$ cat config.mk
export PLATFORM = sky130hd
export DESIGN_NAME = hpcb_core
export DESIGN_NICKNAME = d
export VERILOG_FILES = /design/src/hdl/hpcb_pkg.sv /design/src/hdl/hpcb_core.sv /design/src/hdl/hpcb_sync.sv /design/src/hdl/hpcb_swap.sv
export SDC_FILE = /design/constraint.sdc
export NUM_CORES = 1
export LEC_CHECK = 0
export ABC_CLOCK_PERIOD_IN_PS = 8100
export BUFFER_PORTS_ARGS = -buffer_cell sky130_fd_sc_hd__clkbuf_2
export CORE_MARGIN = 2
export CORE_UTILIZATION = 60
export DETAILED_ROUTE_END_ITERATION = 8
export PLACE_DENSITY = 0.86
export SLEW_MARGIN = 15
export SYNTH_ARGS = -nofsm -noshare
export SYNTH_HDL_FRONTEND = slang
export SYNTH_SLANG_ARGS = --single-unit
$ cat constraint.sdc
create_clock -name core_clk -period 8.1 [get_ports core_clk]
set_input_delay 0.81 -clock core_clk [delete_from_list [all_inputs] [get_ports core_clk]]
set_output_delay 0.81 -clock core_clk [all_outputs]
set_load 0.01 [all_outputs]
$ cat src/hdl/hpcb_pkg.sv
// constants shared by the host port and control block
// assumes one 100 MHz clock and an external memory master that
// performs the word accesses requested by the core
//
// Function
// - data bits 2..0 of a port write pick reset, self-test, pointer load or dump; the core checks bit 2 only for reset.
// - a port command is two halfword writes; act only after both halves.
// - first write freezes the machines and stores low half; second executes.
// - dump works while unresponsive; port reset reinitialises only this device.
// - self-test runs internally and writes its result to the supplied address.
// - compatibility mode uses 24-bit segmented addresses, top byte driven zero.
// - segmented address is base plus 16-bit offset; linear mode is 32-bit only.
// - a header past its segment end continues at the next contiguous address.
// - in segmented modes all offsets add to the single control block base.
// - big-endian supports only byte and halfword entities, never doublewords.
// - big-endian halfword bus uses data bits 15..0 with an internal byte swap.
// - command unit has idle, suspended and active states.
// - receive unit has idle, no-resources, suspended and ready states.
// - receive unit suspends only by host command or descriptor suspend flag.
// - after each attention read the control word, act, then clear it in memory.
// - events: command done with interrupt flag, frame, unit inactive, not ready.
// - events clear only by acknowledge; leftovers reassert interrupt after attention.
// - a new event while interrupt is high drops it briefly for a fresh edge.
// - attention latches on the strobe trailing edge; latch cleared before reading.
// - command unit opcode is control word bits 26..24 with seven codes.
// - receive unit opcode is control word bits 22..20; codes 5 to 7 reserved.
// - receive unit state goes in status bits 7..4 with codes 0,1,2,4,8,a; the core only ever reports codes 0,1,2,4.
package hpcb_pkg;
  // ==========================================================
  // port functions
  localparam logic [1:0] PORT_RESET = 2'h0;
  localparam logic [1:0] PORT_SELFTEST = 2'h1;
  localparam logic [1:0] PORT_ROOTPTR = 2'h2;
  localparam logic [1:0] PORT_DUMP = 2'h3;
  localparam logic [31:0] ROOT_PTR_RESET = 32'h00ff_fff4;
  localparam logic [31:0] SELFTEST_SIG = 32'h0000_0000; // arbitrary result word
  // ==========================================================
  // addressing modes
  localparam logic [1:0] MODE_COMPAT = 2'h0;
  localparam logic [1:0] MODE_SEG = 2'h1;
  localparam logic [1:0] MODE_LINEAR = 2'h2;
  // ==========================================================
  // control word fields
  localparam int ACK_LSB = 28;
  localparam int CUC_LSB = 24;
  localparam int RUC_LSB = 20;
  localparam logic [2:0] OP_NOP = 3'h0;
  localparam logic [2:0] OP_START = 3'h1;
  localparam logic [2:0] OP_RESUME = 3'h2;
  localparam logic [2:0] OP_SUSPEND = 3'h3;
  localparam logic [2:0] OP_ABORT = 3'h4;
  localparam logic [2:0] OP_TLOAD = 3'h5;
  localparam logic [2:0] OP_TRESTART = 3'h6;
  // ==========================================================
  // status word fields
  localparam int STAT_LSB = 12;
  localparam int CUS_LSB = 8;
  localparam int RUS_LSB = 4;
  localparam int TLD_BIT = 3;
  localparam logic [3:0] RUS_IDLE = 4'h0;
  localparam logic [3:0] RUS_SUSP = 4'h1;
  localparam logic [3:0] RUS_NORES = 4'h2;
  localparam logic [3:0] RUS_READY = 4'h4;
  localparam logic [3:0] RUS_NORBD = 4'h8;
  localparam logic [3:0] RUS_NORES_RBD = 4'ha;
  // ==========================================================
  // timing
  localparam int INT_GAP_NS = 20; // interrupt low time for fresh edge
  localparam int INT_GAP_CYC = (INT_GAP_NS + 9) / 10;
  // ==========================================================
  // shared arithmetic
  function automatic logic [31:0] hpcb_addr(input logic [1:0] mode, input logic [31:0] base,
                                            input logic [15:0] off, input logic seg);
    logic [31:0] a;
    a = seg ? base + {16'h0000, off} : base;
    if (mode == MODE_COMPAT) begin
      a[31:24] = 8'h00;
    end
    return a;
  endfunction : hpcb_addr
endpackage : hpcb_pkg

$ cat src/hdl/hpcb_core.sv
// host port and shared control block interpreter
// assumes a memory master that answers mem_req with mem_ack; memory
// reads return mem_rdata in the ack cycle; port strobe and attention
// are active-high levels; the register bus carries status and controls
//
// The register addresses and the Avalon-MM register port were chosen for this implementation.
`timescale 1ns/1ns
module hpcb_core (
  // clock and reset
  input wire logic core_clk,
  input wire logic rst,
  // host pins
  input wire logic channel_attention_strobe,
  input wire logic port_strobe,
  input wire logic [15:0] port_data,
  output logic irq,
  // strap pins
  input wire logic big_endian,
  input wire logic half_bus,
  // unit events from the datapath
  input wire logic cmd_done_irq,
  input wire logic cmd_list_end,
  input wire logic frame_rx,
  input wire logic rx_out_of_res,
  input wire logic rfd_suspend,
  // memory master
  output logic mem_req,
  output logic mem_we,
  output logic [31:0] mem_addr,
  output logic [31:0] mem_wdata,
  input wire logic mem_ack,
  input wire logic [31:0] mem_rdata,
  // avalon slave
  input wire logic [3:0] avs_address,
  input wire logic avs_read,
  input wire logic avs_write,
  input wire logic [31:0] avs_writedata,
  output logic [31:0] avs_readdata,
  output logic avs_waitrequest
);
  // ==========================================================
  // register map
  localparam logic [3:0] REG_MODE = 4'h0;
  localparam logic [3:0] REG_BASE = 4'h1;
  localparam logic [3:0] REG_SCBOFF = 4'h2;
  localparam logic [3:0] REG_STATUS = 4'h3;
  localparam logic [3:0] REG_ROOT = 4'h4;
  localparam logic [3:0] REG_DUMP = 4'h5;

  typedef enum logic [5:0] {
    ST_IDLE = 6'b000001,
    ST_READ = 6'b000010,
    ST_CLEAR = 6'b000100,
    ST_STAT = 6'b001000,
    ST_TEST = 6'b010000,
    ST_DUMP = 6'b100000
  } hpcb_state_t;
  typedef enum logic [2:0] {
    CU_IDLE = 3'b001,
    CU_SUSP = 3'b010,
    CU_ACTIVE = 3'b100
  } hpcb_cu_t;
  typedef enum logic [3:0] {
    RU_IDLE = 4'b0001,
    RU_NORES = 4'b0010,
    RU_SUSP = 4'b0100,
    RU_READY = 4'b1000
  } hpcb_ru_t;

  hpcb_state_t state;
  hpcb_cu_t cu;
  hpcb_ru_t ru;
  logic [1:0] mode;
  logic [31:0] base;
  logic [15:0] scb_off;
  logic [31:0] root_ptr;
  logic [31:0] dump_ptr;
  logic [31:0] test_ptr;
  logic [15:0] port_lo;
  logic port_half;
  logic frozen;
  logic ca_pend;
  logic [31:0] ctl;
  logic [3:0] stat;
  logic tld;
  logic irq_gap;
  logic [1:0] gap_cnt;
  logic ca_fall;
  logic port_fall;
  logic [31:0] rd_swapped;
  logic [3:0] new_ev;
  logic [3:0] rus_code;
  logic [2:0] cus_code;
  logic [31:0] scb_addr;
  logic port_go;
  logic soft_rst;

  // ==========================================================
  // input synchronisers and read-data byte swap
  hpcb_sync u_ca (
    .core_clk(core_clk),
    .rst(rst),
    .din(channel_attention_strobe),
    .fall(ca_fall)
  );
  hpcb_sync u_port (
    .core_clk(core_clk),
    .rst(rst),
    .din(port_strobe),
    .fall(port_fall)
  );
  hpcb_swap u_swap (
    .big_endian(big_endian),
    .half_bus(half_bus),
    .din(mem_rdata),
    .dout(rd_swapped)
  );

  // ==========================================================
  // port access: two halfwords then execute
  assign port_go = port_fall & port_half;
  assign soft_rst = port_go & (port_lo[2:0] == {1'b0, hpcb_pkg::PORT_RESET});
  always_ff @(posedge core_clk or posedge rst) begin
    if (rst) begin
      port_half <= 1'b0;
      port_lo <= 16'h0000;
      frozen <= 1'b0;
    end else if (port_fall) begin
      port_half <= ~port_half;
      if (!port_half) begin
        port_lo <= port_data;
        frozen <= 1'b1;
      end else begin
        frozen <= 1'b0;
      end
    end
  end

  // pointers loaded by the port; low four bits forced by alignment
  always_ff @(posedge core_clk or posedge rst) begin
    if (rst) begin
      root_ptr <= hpcb_pkg::ROOT_PTR_RESET;
      dump_ptr <= 32'h0000_0000;
      test_ptr <= 32'h0000_0000;
    end else if (port_go) begin
      unique case (port_lo[1:0])
        hpcb_pkg::PORT_SELFTEST: test_ptr <= {port_data, port_lo[15:4], 4'h0};
        hpcb_pkg::PORT_ROOTPTR: root_ptr <= {port_data, port_lo[15:4], 4'h0};
        hpcb_pkg::PORT_DUMP: dump_ptr <= {port_data, port_lo[15:4], 4'h0};
        hpcb_pkg::PORT_RESET: ;
      endcase
    end
  end

  // ==========================================================
  // attention latch, cleared before the control word read
  always_ff @(posedge core_clk or posedge rst) begin
    if (rst) begin
      ca_pend <= 1'b0;
    end else if (soft_rst) begin
      ca_pend <= 1'b0;
    end else if (ca_fall) begin
      ca_pend <= 1'b1;
    end else if (state == ST_IDLE && !frozen) begin
      ca_pend <= 1'b0;
    end
  end

  // ==========================================================
  // sequencer: read control word, act, clear, write status
  assign scb_addr = hpcb_pkg::hpcb_addr(mode, base, scb_off, mode != hpcb_pkg::MODE_LINEAR);
  always_ff @(posedge core_clk or posedge rst) begin
    if (rst) begin
      state <= ST_IDLE;
      ctl <= 32'h0000_0000;
    end else if (soft_rst) begin
      state <= ST_IDLE;
    end else begin
      unique case (state)
        ST_IDLE: begin
          if (port_go && port_lo[1:0] == hpcb_pkg::PORT_SELFTEST) begin
            state <= ST_TEST;
          end else if (port_go && port_lo[1:0] == hpcb_pkg::PORT_DUMP) begin
            state <= ST_DUMP;
          end else if (ca_pend && !frozen) begin
            state <= ST_READ;
          end
        end
        ST_READ: if (mem_ack) begin
          ctl <= rd_swapped;
          state <= ST_CLEAR;
        end
        ST_CLEAR: if (mem_ack) state <= ST_STAT;
        ST_STAT: if (mem_ack) state <= ST_IDLE;
        ST_TEST: if (mem_ack) state <= ST_IDLE;
        ST_DUMP: if (mem_ack) state <= ST_IDLE;
      endcase
    end
  end

  // memory request outputs
  always_comb begin
    mem_req = !(state == ST_IDLE);
    mem_we = state != ST_READ;
    mem_addr = scb_addr;
    mem_wdata = 32'h0000_0000;
    unique case (state)
      ST_STAT: mem_wdata = {16'h0000, stat, 1'b0, cus_code, rus_code, tld, 3'h0};
      ST_TEST: begin
        mem_addr = test_ptr;
        mem_wdata = hpcb_pkg::SELFTEST_SIG;
      end
      ST_DUMP: begin
        mem_addr = dump_ptr;
        mem_wdata = {16'h0000, stat, 1'b0, cus_code, rus_code, tld, 3'h0};
      end
      default: ;
    endcase
    if (mode == hpcb_pkg::MODE_COMPAT) mem_addr[31:24] = 8'h00;
  end

  // ==========================================================
  // command unit
  wire cmd_act = state == ST_READ && mem_ack;
  wire [2:0] command_unit_opcode = rd_swapped[hpcb_pkg::CUC_LSB +: 3];
  wire [2:0] receive_unit_opcode = rd_swapped[hpcb_pkg::RUC_LSB +: 3];
  always_ff @(posedge core_clk or posedge rst) begin
    if (rst) begin
      cu <= CU_IDLE;
      tld <= 1'b0;
    end else if (soft_rst) begin
      cu <= CU_IDLE;
    end else if (cmd_act) begin
      unique case (command_unit_opcode)
        hpcb_pkg::OP_START: cu <= CU_ACTIVE;
        hpcb_pkg::OP_RESUME: if (cu == CU_SUSP) cu <= CU_ACTIVE;
        hpcb_pkg::OP_SUSPEND: if (cu == CU_ACTIVE) cu <= CU_SUSP;
        hpcb_pkg::OP_ABORT: cu <= CU_IDLE;
        hpcb_pkg::OP_TLOAD, hpcb_pkg::OP_TRESTART: tld <= mode != hpcb_pkg::MODE_COMPAT;
        default: ;
      endcase
    end else if (cu == CU_ACTIVE && cmd_list_end) begin
      cu <= CU_IDLE;
    end
  end
  assign cus_code = (cu == CU_SUSP) ? 3'h1 : (cu == CU_ACTIVE) ? 3'h2 : 3'h0;

  // receive unit
  always_ff @(posedge core_clk or posedge rst) begin
    if (rst) begin
      ru <= RU_IDLE;
    end else if (soft_rst) begin
      ru <= RU_IDLE;
    end else if (cmd_act && receive_unit_opcode != hpcb_pkg::OP_NOP) begin
      unique case (receive_unit_opcode)
        hpcb_pkg::OP_START: ru <= RU_READY;
        hpcb_pkg::OP_RESUME: if (ru == RU_SUSP) ru <= RU_READY;
        hpcb_pkg::OP_SUSPEND: ru <= RU_SUSP;
        hpcb_pkg::OP_ABORT: ru <= RU_IDLE;
        default: ;
      endcase
    end else if (ru == RU_READY && rfd_suspend) begin
      ru <= RU_SUSP;
    end else if (ru == RU_READY && rx_out_of_res) begin
      ru <= RU_NORES;
    end
  end
  assign rus_code = (ru == RU_SUSP) ? hpcb_pkg::RUS_SUSP :
                    (ru == RU_NORES) ? hpcb_pkg::RUS_NORES :
                    (ru == RU_READY) ? hpcb_pkg::RUS_READY : hpcb_pkg::RUS_IDLE;

  // ==========================================================
  // events, acknowledge and interrupt
  wire cu_leave = cu == CU_ACTIVE && ((cmd_act && (command_unit_opcode == hpcb_pkg::OP_ABORT ||
                  command_unit_opcode == hpcb_pkg::OP_SUSPEND)) || (!cmd_act && cmd_list_end));
  wire ru_leave = ru == RU_READY && (rfd_suspend || rx_out_of_res ||
                  (cmd_act && (receive_unit_opcode == hpcb_pkg::OP_SUSPEND || receive_unit_opcode == hpcb_pkg::OP_ABORT)));
  assign new_ev = {cmd_done_irq, frame_rx, cu_leave, ru_leave};
  always_ff @(posedge core_clk or posedge rst) begin
    if (rst) begin
      stat <= 4'h0;
    end else if (soft_rst) begin
      stat <= 4'h0;
    end else if (cmd_act) begin
      stat <= (stat & ~rd_swapped[hpcb_pkg::ACK_LSB +: 4]) | new_ev;
    end else begin
      stat <= stat | new_ev;
    end
  end

  // interrupt gap on a fresh event
  always_ff @(posedge core_clk or posedge rst) begin
    if (rst) begin
      gap_cnt <= 2'h0;
    end else if (irq && (new_ev & ~stat) != 4'h0) begin
      gap_cnt <= 2'(hpcb_pkg::INT_GAP_CYC);
    end else if (gap_cnt != 2'h0) begin
      gap_cnt <= gap_cnt - 2'h1;
    end
  end
  assign irq_gap = gap_cnt != 2'h0;
  // masked while a command is being processed
  assign irq = (stat != 4'h0) && !irq_gap && (state == ST_IDLE);

  // ==========================================================
  // avalon slave, zero wait states
  assign avs_waitrequest = 1'b0;
  always_ff @(posedge core_clk or posedge rst) begin
    if (rst) begin
      mode <= hpcb_pkg::MODE_COMPAT;
      base <= 32'h0000_0000;
      scb_off <= 16'h0000;
    end else if (avs_write) begin
      unique case (avs_address)
        REG_MODE: mode <= avs_writedata[1:0];
        REG_BASE: base <= avs_writedata;
        REG_SCBOFF: scb_off <= avs_writedata[15:0];
        default: ;
      endcase
    end
  end
  always_comb begin
    unique case (avs_address)
      REG_MODE: avs_readdata = {30'h0, mode};
      REG_BASE: avs_readdata = base;
      REG_SCBOFF: avs_readdata = {16'h0000, scb_off};
      REG_STATUS: avs_readdata = {16'h0000, stat, 1'b0, cus_code, rus_code, tld, 3'h0};
      REG_ROOT: avs_readdata = root_ptr;
      REG_DUMP: avs_readdata = dump_ptr;
      default: avs_readdata = 32'h0000_0000;
    endcase
  end

  // ==========================================================
  // checks
  property p_zero_top;
    @(posedge core_clk) disable iff (rst) mode == hpcb_pkg::MODE_COMPAT |-> mem_addr[31:24] == 8'h00;
  endproperty
  a_zero_top: assert property (p_zero_top) else $error("top address byte not zero");
  property p_half_first;
    @(posedge core_clk) disable iff (rst) port_fall && !port_half |=> frozen && state == $past(state);
  endproperty
  a_half_first: assert property (p_half_first) else $error("first half acted");
  property p_clear_after_read;
    @(posedge core_clk) disable iff (rst) state == ST_READ && mem_ack |=> state == ST_CLEAR;
  endproperty
  a_clear_after_read: assert property (p_clear_after_read) else $error("no clear");
  property p_sticky;
    @(posedge core_clk) disable iff (rst || soft_rst) stat[3] && !cmd_act |=> stat[3];
  endproperty
  a_sticky: assert property (p_sticky) else $error("event lost");
  property p_gap;
    @(posedge core_clk) disable iff (rst) irq && new_ev[2] && !stat[2] |=> !irq;
  endproperty
  a_gap: assert property (p_gap) else $error("no fresh edge");
  property p_ca_latch;
    @(posedge core_clk) disable iff (rst) ca_fall && !soft_rst |=> ca_pend || state == ST_READ;
  endproperty
  a_ca_latch: assert property (p_ca_latch) else $error("attention lost");
  property p_cu_one;
    @(posedge core_clk) disable iff (rst) $onehot(cu) && $onehot(ru);
  endproperty
  a_cu_one: assert property (p_cu_one) else $error("unit state bad");
  property p_rus;
    @(posedge core_clk) disable iff (rst) ru == RU_READY |-> rus_code == 4'h4;
  endproperty
  a_rus: assert property (p_rus) else $error("bad state code");
  c_read: cover property (@(posedge core_clk) state == ST_READ ##[1:20] state == ST_STAT);
  c_port: cover property (@(posedge core_clk) port_go);
  c_gap: cover property (@(posedge core_clk) irq_gap);
endmodule : hpcb_core

$ cat src/hdl/hpcb_sync.sv
// two-flop synchroniser with trailing-edge pulse
// assumes a level input from another agent
`timescale 1ns/1ns
module hpcb_sync (
  // clock and reset
  input wire logic core_clk,
  input wire logic rst,
  // level in, pulse out
  input wire logic din,
  output logic fall
);
  logic s1;
  logic s2;
  logic s3;
  // synchronise then detect the falling edge
  always_ff @(posedge core_clk or posedge rst) begin
    if (rst) begin
      s1 <= 1'b0;
      s2 <= 1'b0;
      s3 <= 1'b0;
    end else begin
      s1 <= din;
      s2 <= s1;
      s3 <= s2;
    end
  end
  assign fall = s3 & ~s2;
endmodule : hpcb_sync

$ cat src/hdl/hpcb_swap.sv
// byte-order crossover for 32-bit memory words
// assumes halfword entities only in big-endian order
`timescale 1ns/1ns
module hpcb_swap (
  // control
  input wire logic big_endian,
  input wire logic half_bus,
  // data
  input wire logic [31:0] din,
  output logic [31:0] dout
);
  // swap bytes within each halfword; a narrow bus uses low lanes only
  always_comb begin
    if (!big_endian) begin
      dout = din;
    end else if (half_bus) begin
      dout = {16'h0000, din[7:0], din[15:8]};
    end else begin
      dout = {din[23:16], din[31:24], din[7:0], din[15:8]};
    end
  end
endmodule : hpcb_swap

# After elaboration in Yosys (flattened, before gate mapping)
# Cells that the tools add are included.
# classes
eq_ne	40
bitwise_logic	14
muxes	41
reduce_logical	52
n_addsub	2
# op_table
op	n
32-bit case mux with 6 select lines	1
32-bit 2-to-1 mux	3
32-bit case mux with 2 select lines	1
6-bit 2-to-1 mux	7
32-bit by 16-bit adder with 32-bit output	1
4-bit 2-to-1 mux	7
3-bit 2-to-1 mux	8
6-bit case mux with 4 select lines	1
6-bit by 2-bit != test with 1-bit output (second input constant)	3
1-bit logical AND	17
16-bit 2-to-1 mux	1
8-bit 2-to-1 mux	2
4-bit case mux with 4 select lines	1
3-bit by 2-bit equality test with 1-bit output (second input constant)	5
3-bit equality test (second input constant)	5
2-bit AND reduction	7
4-bit by 2-bit equality test with 1-bit output (second input constant)	3
4-bit by 3-bit equality test with 1-bit output (second input constant)	3
4-bit != test (second input constant)	3
3-bit case mux with 4 select lines	1
4-bit nonzero test	3
3-bit nonzero test	3
4-bit AND	2
2-bit 2-to-1 mux	4
other kinds (31)	57
# word_totals
elab_cells	171
output_inout_bits	100
regBits	180
in_bits	98

# Longest topological paths before layout
# depth
ltp_word	11
depth_mapped	9
ltp_nobuf	9

# Hierarchy
# A second synthesis with hierarchy kept.
# hier_totals
cells_unflattened	977
hier_area_um2	10337.4
# by_module_without_submodules
module	seq_area_each_um2	instances	cells_each	area_per_inst_um2
hpcb_core	4334.2	1	924	9760.6
hpcb_swap	0.0	1	43	391.6
hpcb_sync	75.1	2	5	92.6

# Worst setup path after synthesis
# No wires, ideal clock.
# synth_timing
kind	register -> output
from	register base[0]
to	output mem_addr[14]
setup_slack_ns	4.911
t_arrival_ns	2.379
path_buffers	0
path_stages_with_launch	10
t_required_ns	7.290
path_cell_list	dfrtp_1 ha_1 fa_1 a21oi_1 o22ai_1 o21ai_1 nor2_1 nor4_1 xor2_1 o21ai_0
# synth_via
elab_chain_len	3
# synth_rtl
element	line_no	rtl
start: declaration	hpcb_core.sv:74	logic [31:0] base;
start signal: assignment	hpcb_core.sv:316	REG_BASE: base <= avs_writedata;
32-bit by 16-bit adder with 32-bit output	hpcb_pkg.sv:75	a = seg ? base + {16'h0000, off} : base;
32-bit 2-to-1 mux	hpcb_pkg.sv:75	
32-bit case mux with 2 select lines	hpcb_core.sv:207	unique case (state)
end: declaration	hpcb_core.sv:29	output logic [31:0] mem_addr,
# Every way passes these cells.

# Final worst setup path
# layout_timing
from	register base[4]
to	output mem_addr[27]
# layout_via
elab_chain_len	5
# layout_rtl
element	line_no	rtl
32-bit by 16-bit adder with 32-bit output	hpcb_pkg.sv:75	
32-bit 2-to-1 mux	hpcb_pkg.sv:75	
8-bit 2-to-1 mux	hpcb_pkg.sv:76	if (mode == MODE_COMPAT) begin
32-bit case mux with 2 select lines	hpcb_core.sv:207	
8-bit 2-to-1 mux	hpcb_core.sv:219	if (mode == hpcb_pkg::MODE_COMPAT) mem_addr[31:24] = 8'h00;
# Every way passes these cells.

==> summary.txt <==
Global routing
  • Initial antenna violation count: 0
  • Vias in the first global route: 8413
  • First-pass GRT wire length: 44.0 mm
  • All-Layer GR Usage: 0.317
  • Largest net degree at the start of global routing: 100
  • GRT overflow: 0

CTS
  • # resized after CTS: 0
  • CTS tree: yes
  • CTS root buf: clkbuf_16
  • Bufs on Longest Clock Path: 2
  • Clock latency on the worst-skew pair: 0.44 ns
  • H-Tree Depth: 4
  • Clock Pin Slew Worst Setup and Hold Paths: 0.07 ns
  • Post-CTS setup buffers: 0
  • CTS buffer count: 17
  • CTS Sinks: 178
  • CTS Hold Bufs: 0

Power
  • Cell area power density: 320 nW/um2
  • Leak: 5.41 nW
  • Switching Share: 0.377
  • Sequential share of power: 0.432
  • Clock power share: 0.219
  • IR drop worst, VDD: 0.000195 V
  • Logic pwr share: 0.349
  • Net switching power: 1.39 mW
  • Internal Power: 2.29 mW

STA
  • Final setup vio count: 0
  • Final TNS setup: 0 ns
  • Min Tclk post-route: 4.31 ns
  • FMAX: 232 MHz
  • Final Hold Violating Endpoints: 0
  • Actual slew at the worst max-slew pin: 1.20 ns
  • Max_slew headroom: 0.201
  • Setup WS post-layout: 3.79 ns
  • Crit share post-route: 0.532
  • Max Slew Vio Count: 0
  • Final Skew: 0.00783 ns
  • Unrepaired setup endpoints after global routing: no

Floorplan
  • Die height: 133 um
  • # rows: 47
  • DIE WIDTH: 133 um
  • Initial core utilization: 0.609
  • Ports: 198
  • Core area: 16500 um2
  • Die ar.: 17800 um2

Placed design
  • Final GP Congestion: 0.934
  • I/O Buffers: 155
  • Post-Place Worst Slack: 4.34 ns
  • Placed Area: 10900 um2
  • Final HPWL DP: 18.8 mm

Final layout
  • Ant. Diodes: 0
  • Share of layout cells above drive strength 1: 0.329
  • # fillers: 1252
  • Layout Nets: 1249
  • Design area: 11500 um2
  • Area growth, synth to finish: 14.5%

Worst setup path
  • WP data required: 7.29 ns
  • Worst path cell trace: ha_1 > a21oi_1 > nand2_1 > o21ai_0 > a21oi_1 > o21ai_0 > xor2_1 > a211oi_1 > clkbuf_2
  • Crit-path max FO: 5
  • Slowest stage delay, CP: 0.53 ns
  • CP top delay family: compound AO/OA/AOI/OAI gates
  • CP bufs+invs: 1
  • CP max stage cell: o21ai_0
  • CP endpoint kind: output pin
  • CP Class: reg2out
  • CP arrival: 3.50 ns
  • Critical path startpoint category: flip-flop

Synthesis
  • Flip-flop and latch count after synthesis: 178
  • Cells after Synth: 999
  • Post-synth EDFFs: 0
  • Post-Syn Area: 10000 um2
  • Top FF cell, synth: dfrtp_1
  • Synth warn: 0
  • Asr flop ratio synth: 1.00
  • Synth Area per Inst: 10.0 um2
  • Register area share after synthesis: 0.447
  • Synth unique cells: 74

Detailed routing
  • Iteration-0 DRC Markers: 1046
  • DRC: 0
  • Initial DRT Pass Iterations: 9
  • Vias post-DR: 8654
  • Final ANT Viol Nets: 0
  • DRT Wirelength: 27.9 mm
  • Avg Vias per Cell: 6.34
  • Wirelength per Cell: 20.5 um

Worst hold path
  • Hold WC Path Type: reg2reg

Flow run
  • MaxCap Viol Count: 0

Outcome
  • Status: finished, final reports clean
==> cells by family (layout without fill, tap and decap cells) <==
group,Yosys count,count (layout),synth area share
and+or+nand+nor,313,313,0.151
AOI/OAI and AO/OA,210,210,0.150
DFF,178,178,0.447
muxes,131,131,0.146
buffers and inverters,119,244,0.0568
xor gates and xnor gates,29,29,0.0253
adders and majority gates,18,18,0.0232
other,1,23,0.000374
==> worst reg2reg max path, stage by stage (launching register included) <==
cell and delay (ns):
dfrtp_1 0.39, nor2b_1 0.23, nand2_1 0.15, nor3b_2 0.91, buf_4 0.45, mux2_2 0.39
==> path summary, 6_finish.rpt <==
kind	from	endpoint	slack, ns	depth (start not counted)
worst max-delay path	base[4]	mem_addr[27]	3.79	9
worst min-delay path	u_ca.s1	u_ca.s2	0.35	0
worst max register to register	u_port.s2	test_ptr[31]	5.46	5
worst min register to register	u_ca.s1	u_ca.s2	0.35	0
max in group asynchronous	rst	base[2]	6.00	3
min in group asynchronous	rst	u_ca.s1	0.56	2
==> registers in the layout (all words and copies together) (netlist names), 2 cells and up <==
signal    flops
ru            4
state         6
port_lo      15
base         32
cu            3
stat          4
gap_cnt       2
test_ptr     28
root_ptr     29
scb_off      16
dump_ptr     28
mode          2
==> cell usage in the layout (no fill, tap or decap), drive strengths merged, types with 24 or more instances in the layout <==
cell type  Yosys  routed
a21oi         44      44
a222oi        36      36
clkbuf        34     175
dfrtp        154     154
dfstp         24      24
inv           41      45
mux2         124     124
nand2        140     140
nor2          47      47
o21ai         46      46
==> layer usage <==
layer / global-route usage / wire, um / up-vias
met3: 0.0719 / 2740 / 92
met2: 0.501 / 13200 / 523
met1: 0.421 / 11000 / 4185
met4: 0.144 / 1070 / 0
met5: 0 / 0 / -
li1: - / - / 3854
==> power by group through the flow <==
stage | logic (mW) | clock network, mW | registers, mW
6_report | 1.28 | 0.806 | 1.59
5_1_grt | 1.40 | 0.848 | 1.62
4_1_cts | 1.27 | 0.811 | 1.57
3_5_place_dp | 1.26 | 0 | 1.58
3_3_place_gp | 1.22 | 0 | 1.55
2_1_floorplan | 0.940 | 0 | 1.46
==> area by class of cell <==
cell class                 count  area (um2)  area share
multi-input combinational    724        5090       0.444
inverter                      41         159      0.0138
clock inverter                12         124      0.0108
sequential                   178        4480       0.391
tap                          220         275      0.0240
clock buffer                  20         447      0.0389
timing repair buffer         171         896      0.0781
==> per-stage QoR <==
stage / power (mW) / instances / util / hold WS, ns
5_1_grt: 3.87 / 1366 / 0.697 / 0.356
3_3_place_gp: 2.77 / 1334 / 0.662 / 0.337
6_report: 3.68 / 1366 / 0.697 / 0.350
4_1_cts: 3.65 / 1366 / 0.697 / 0.352
2_1_floorplan: 2.40 / 1021 / - / 0.331
3_5_place_dp: 2.84 / 1334 / 0.662 / 0.336
==> cell usage after synthesis (5+ instances only) <==
master,instances,area [um2]
o21ai_0,44,220
buf_1,5,18.8
nand3_1,18,90.1
dfrtp_1,154,3850
a22oi_1,21,158
nand4_1,6,37.5
xor2_1,14,123
buf_2,13,65.1
a221oi_1,6,52.6
clkbuf_1,33,124
nor4_1,9,56.3
mux2_2,124,1400
nor2b_1,16,100
a21oi_1,41,205
mux2i_1,7,70.1
nor2_1,47,176
a22o_1,5,43.8
and2_1,11,68.8
xnor2_1,15,131
a21o_1,6,45.0
o21bai_1,5,37.5
ha_1,17,213
dfstp_2,24,631
nand2b_1,6,37.5
nand2_1,140,526
and3_1,7,43.8
inv_1,41,154
o22ai_1,5,31.3
nor3_1,22,110
a222oi_1,36,360
a31oi_1,6,37.5
buf_4,24,180
No activity file was read; power rests on OpenSTA's default activity.
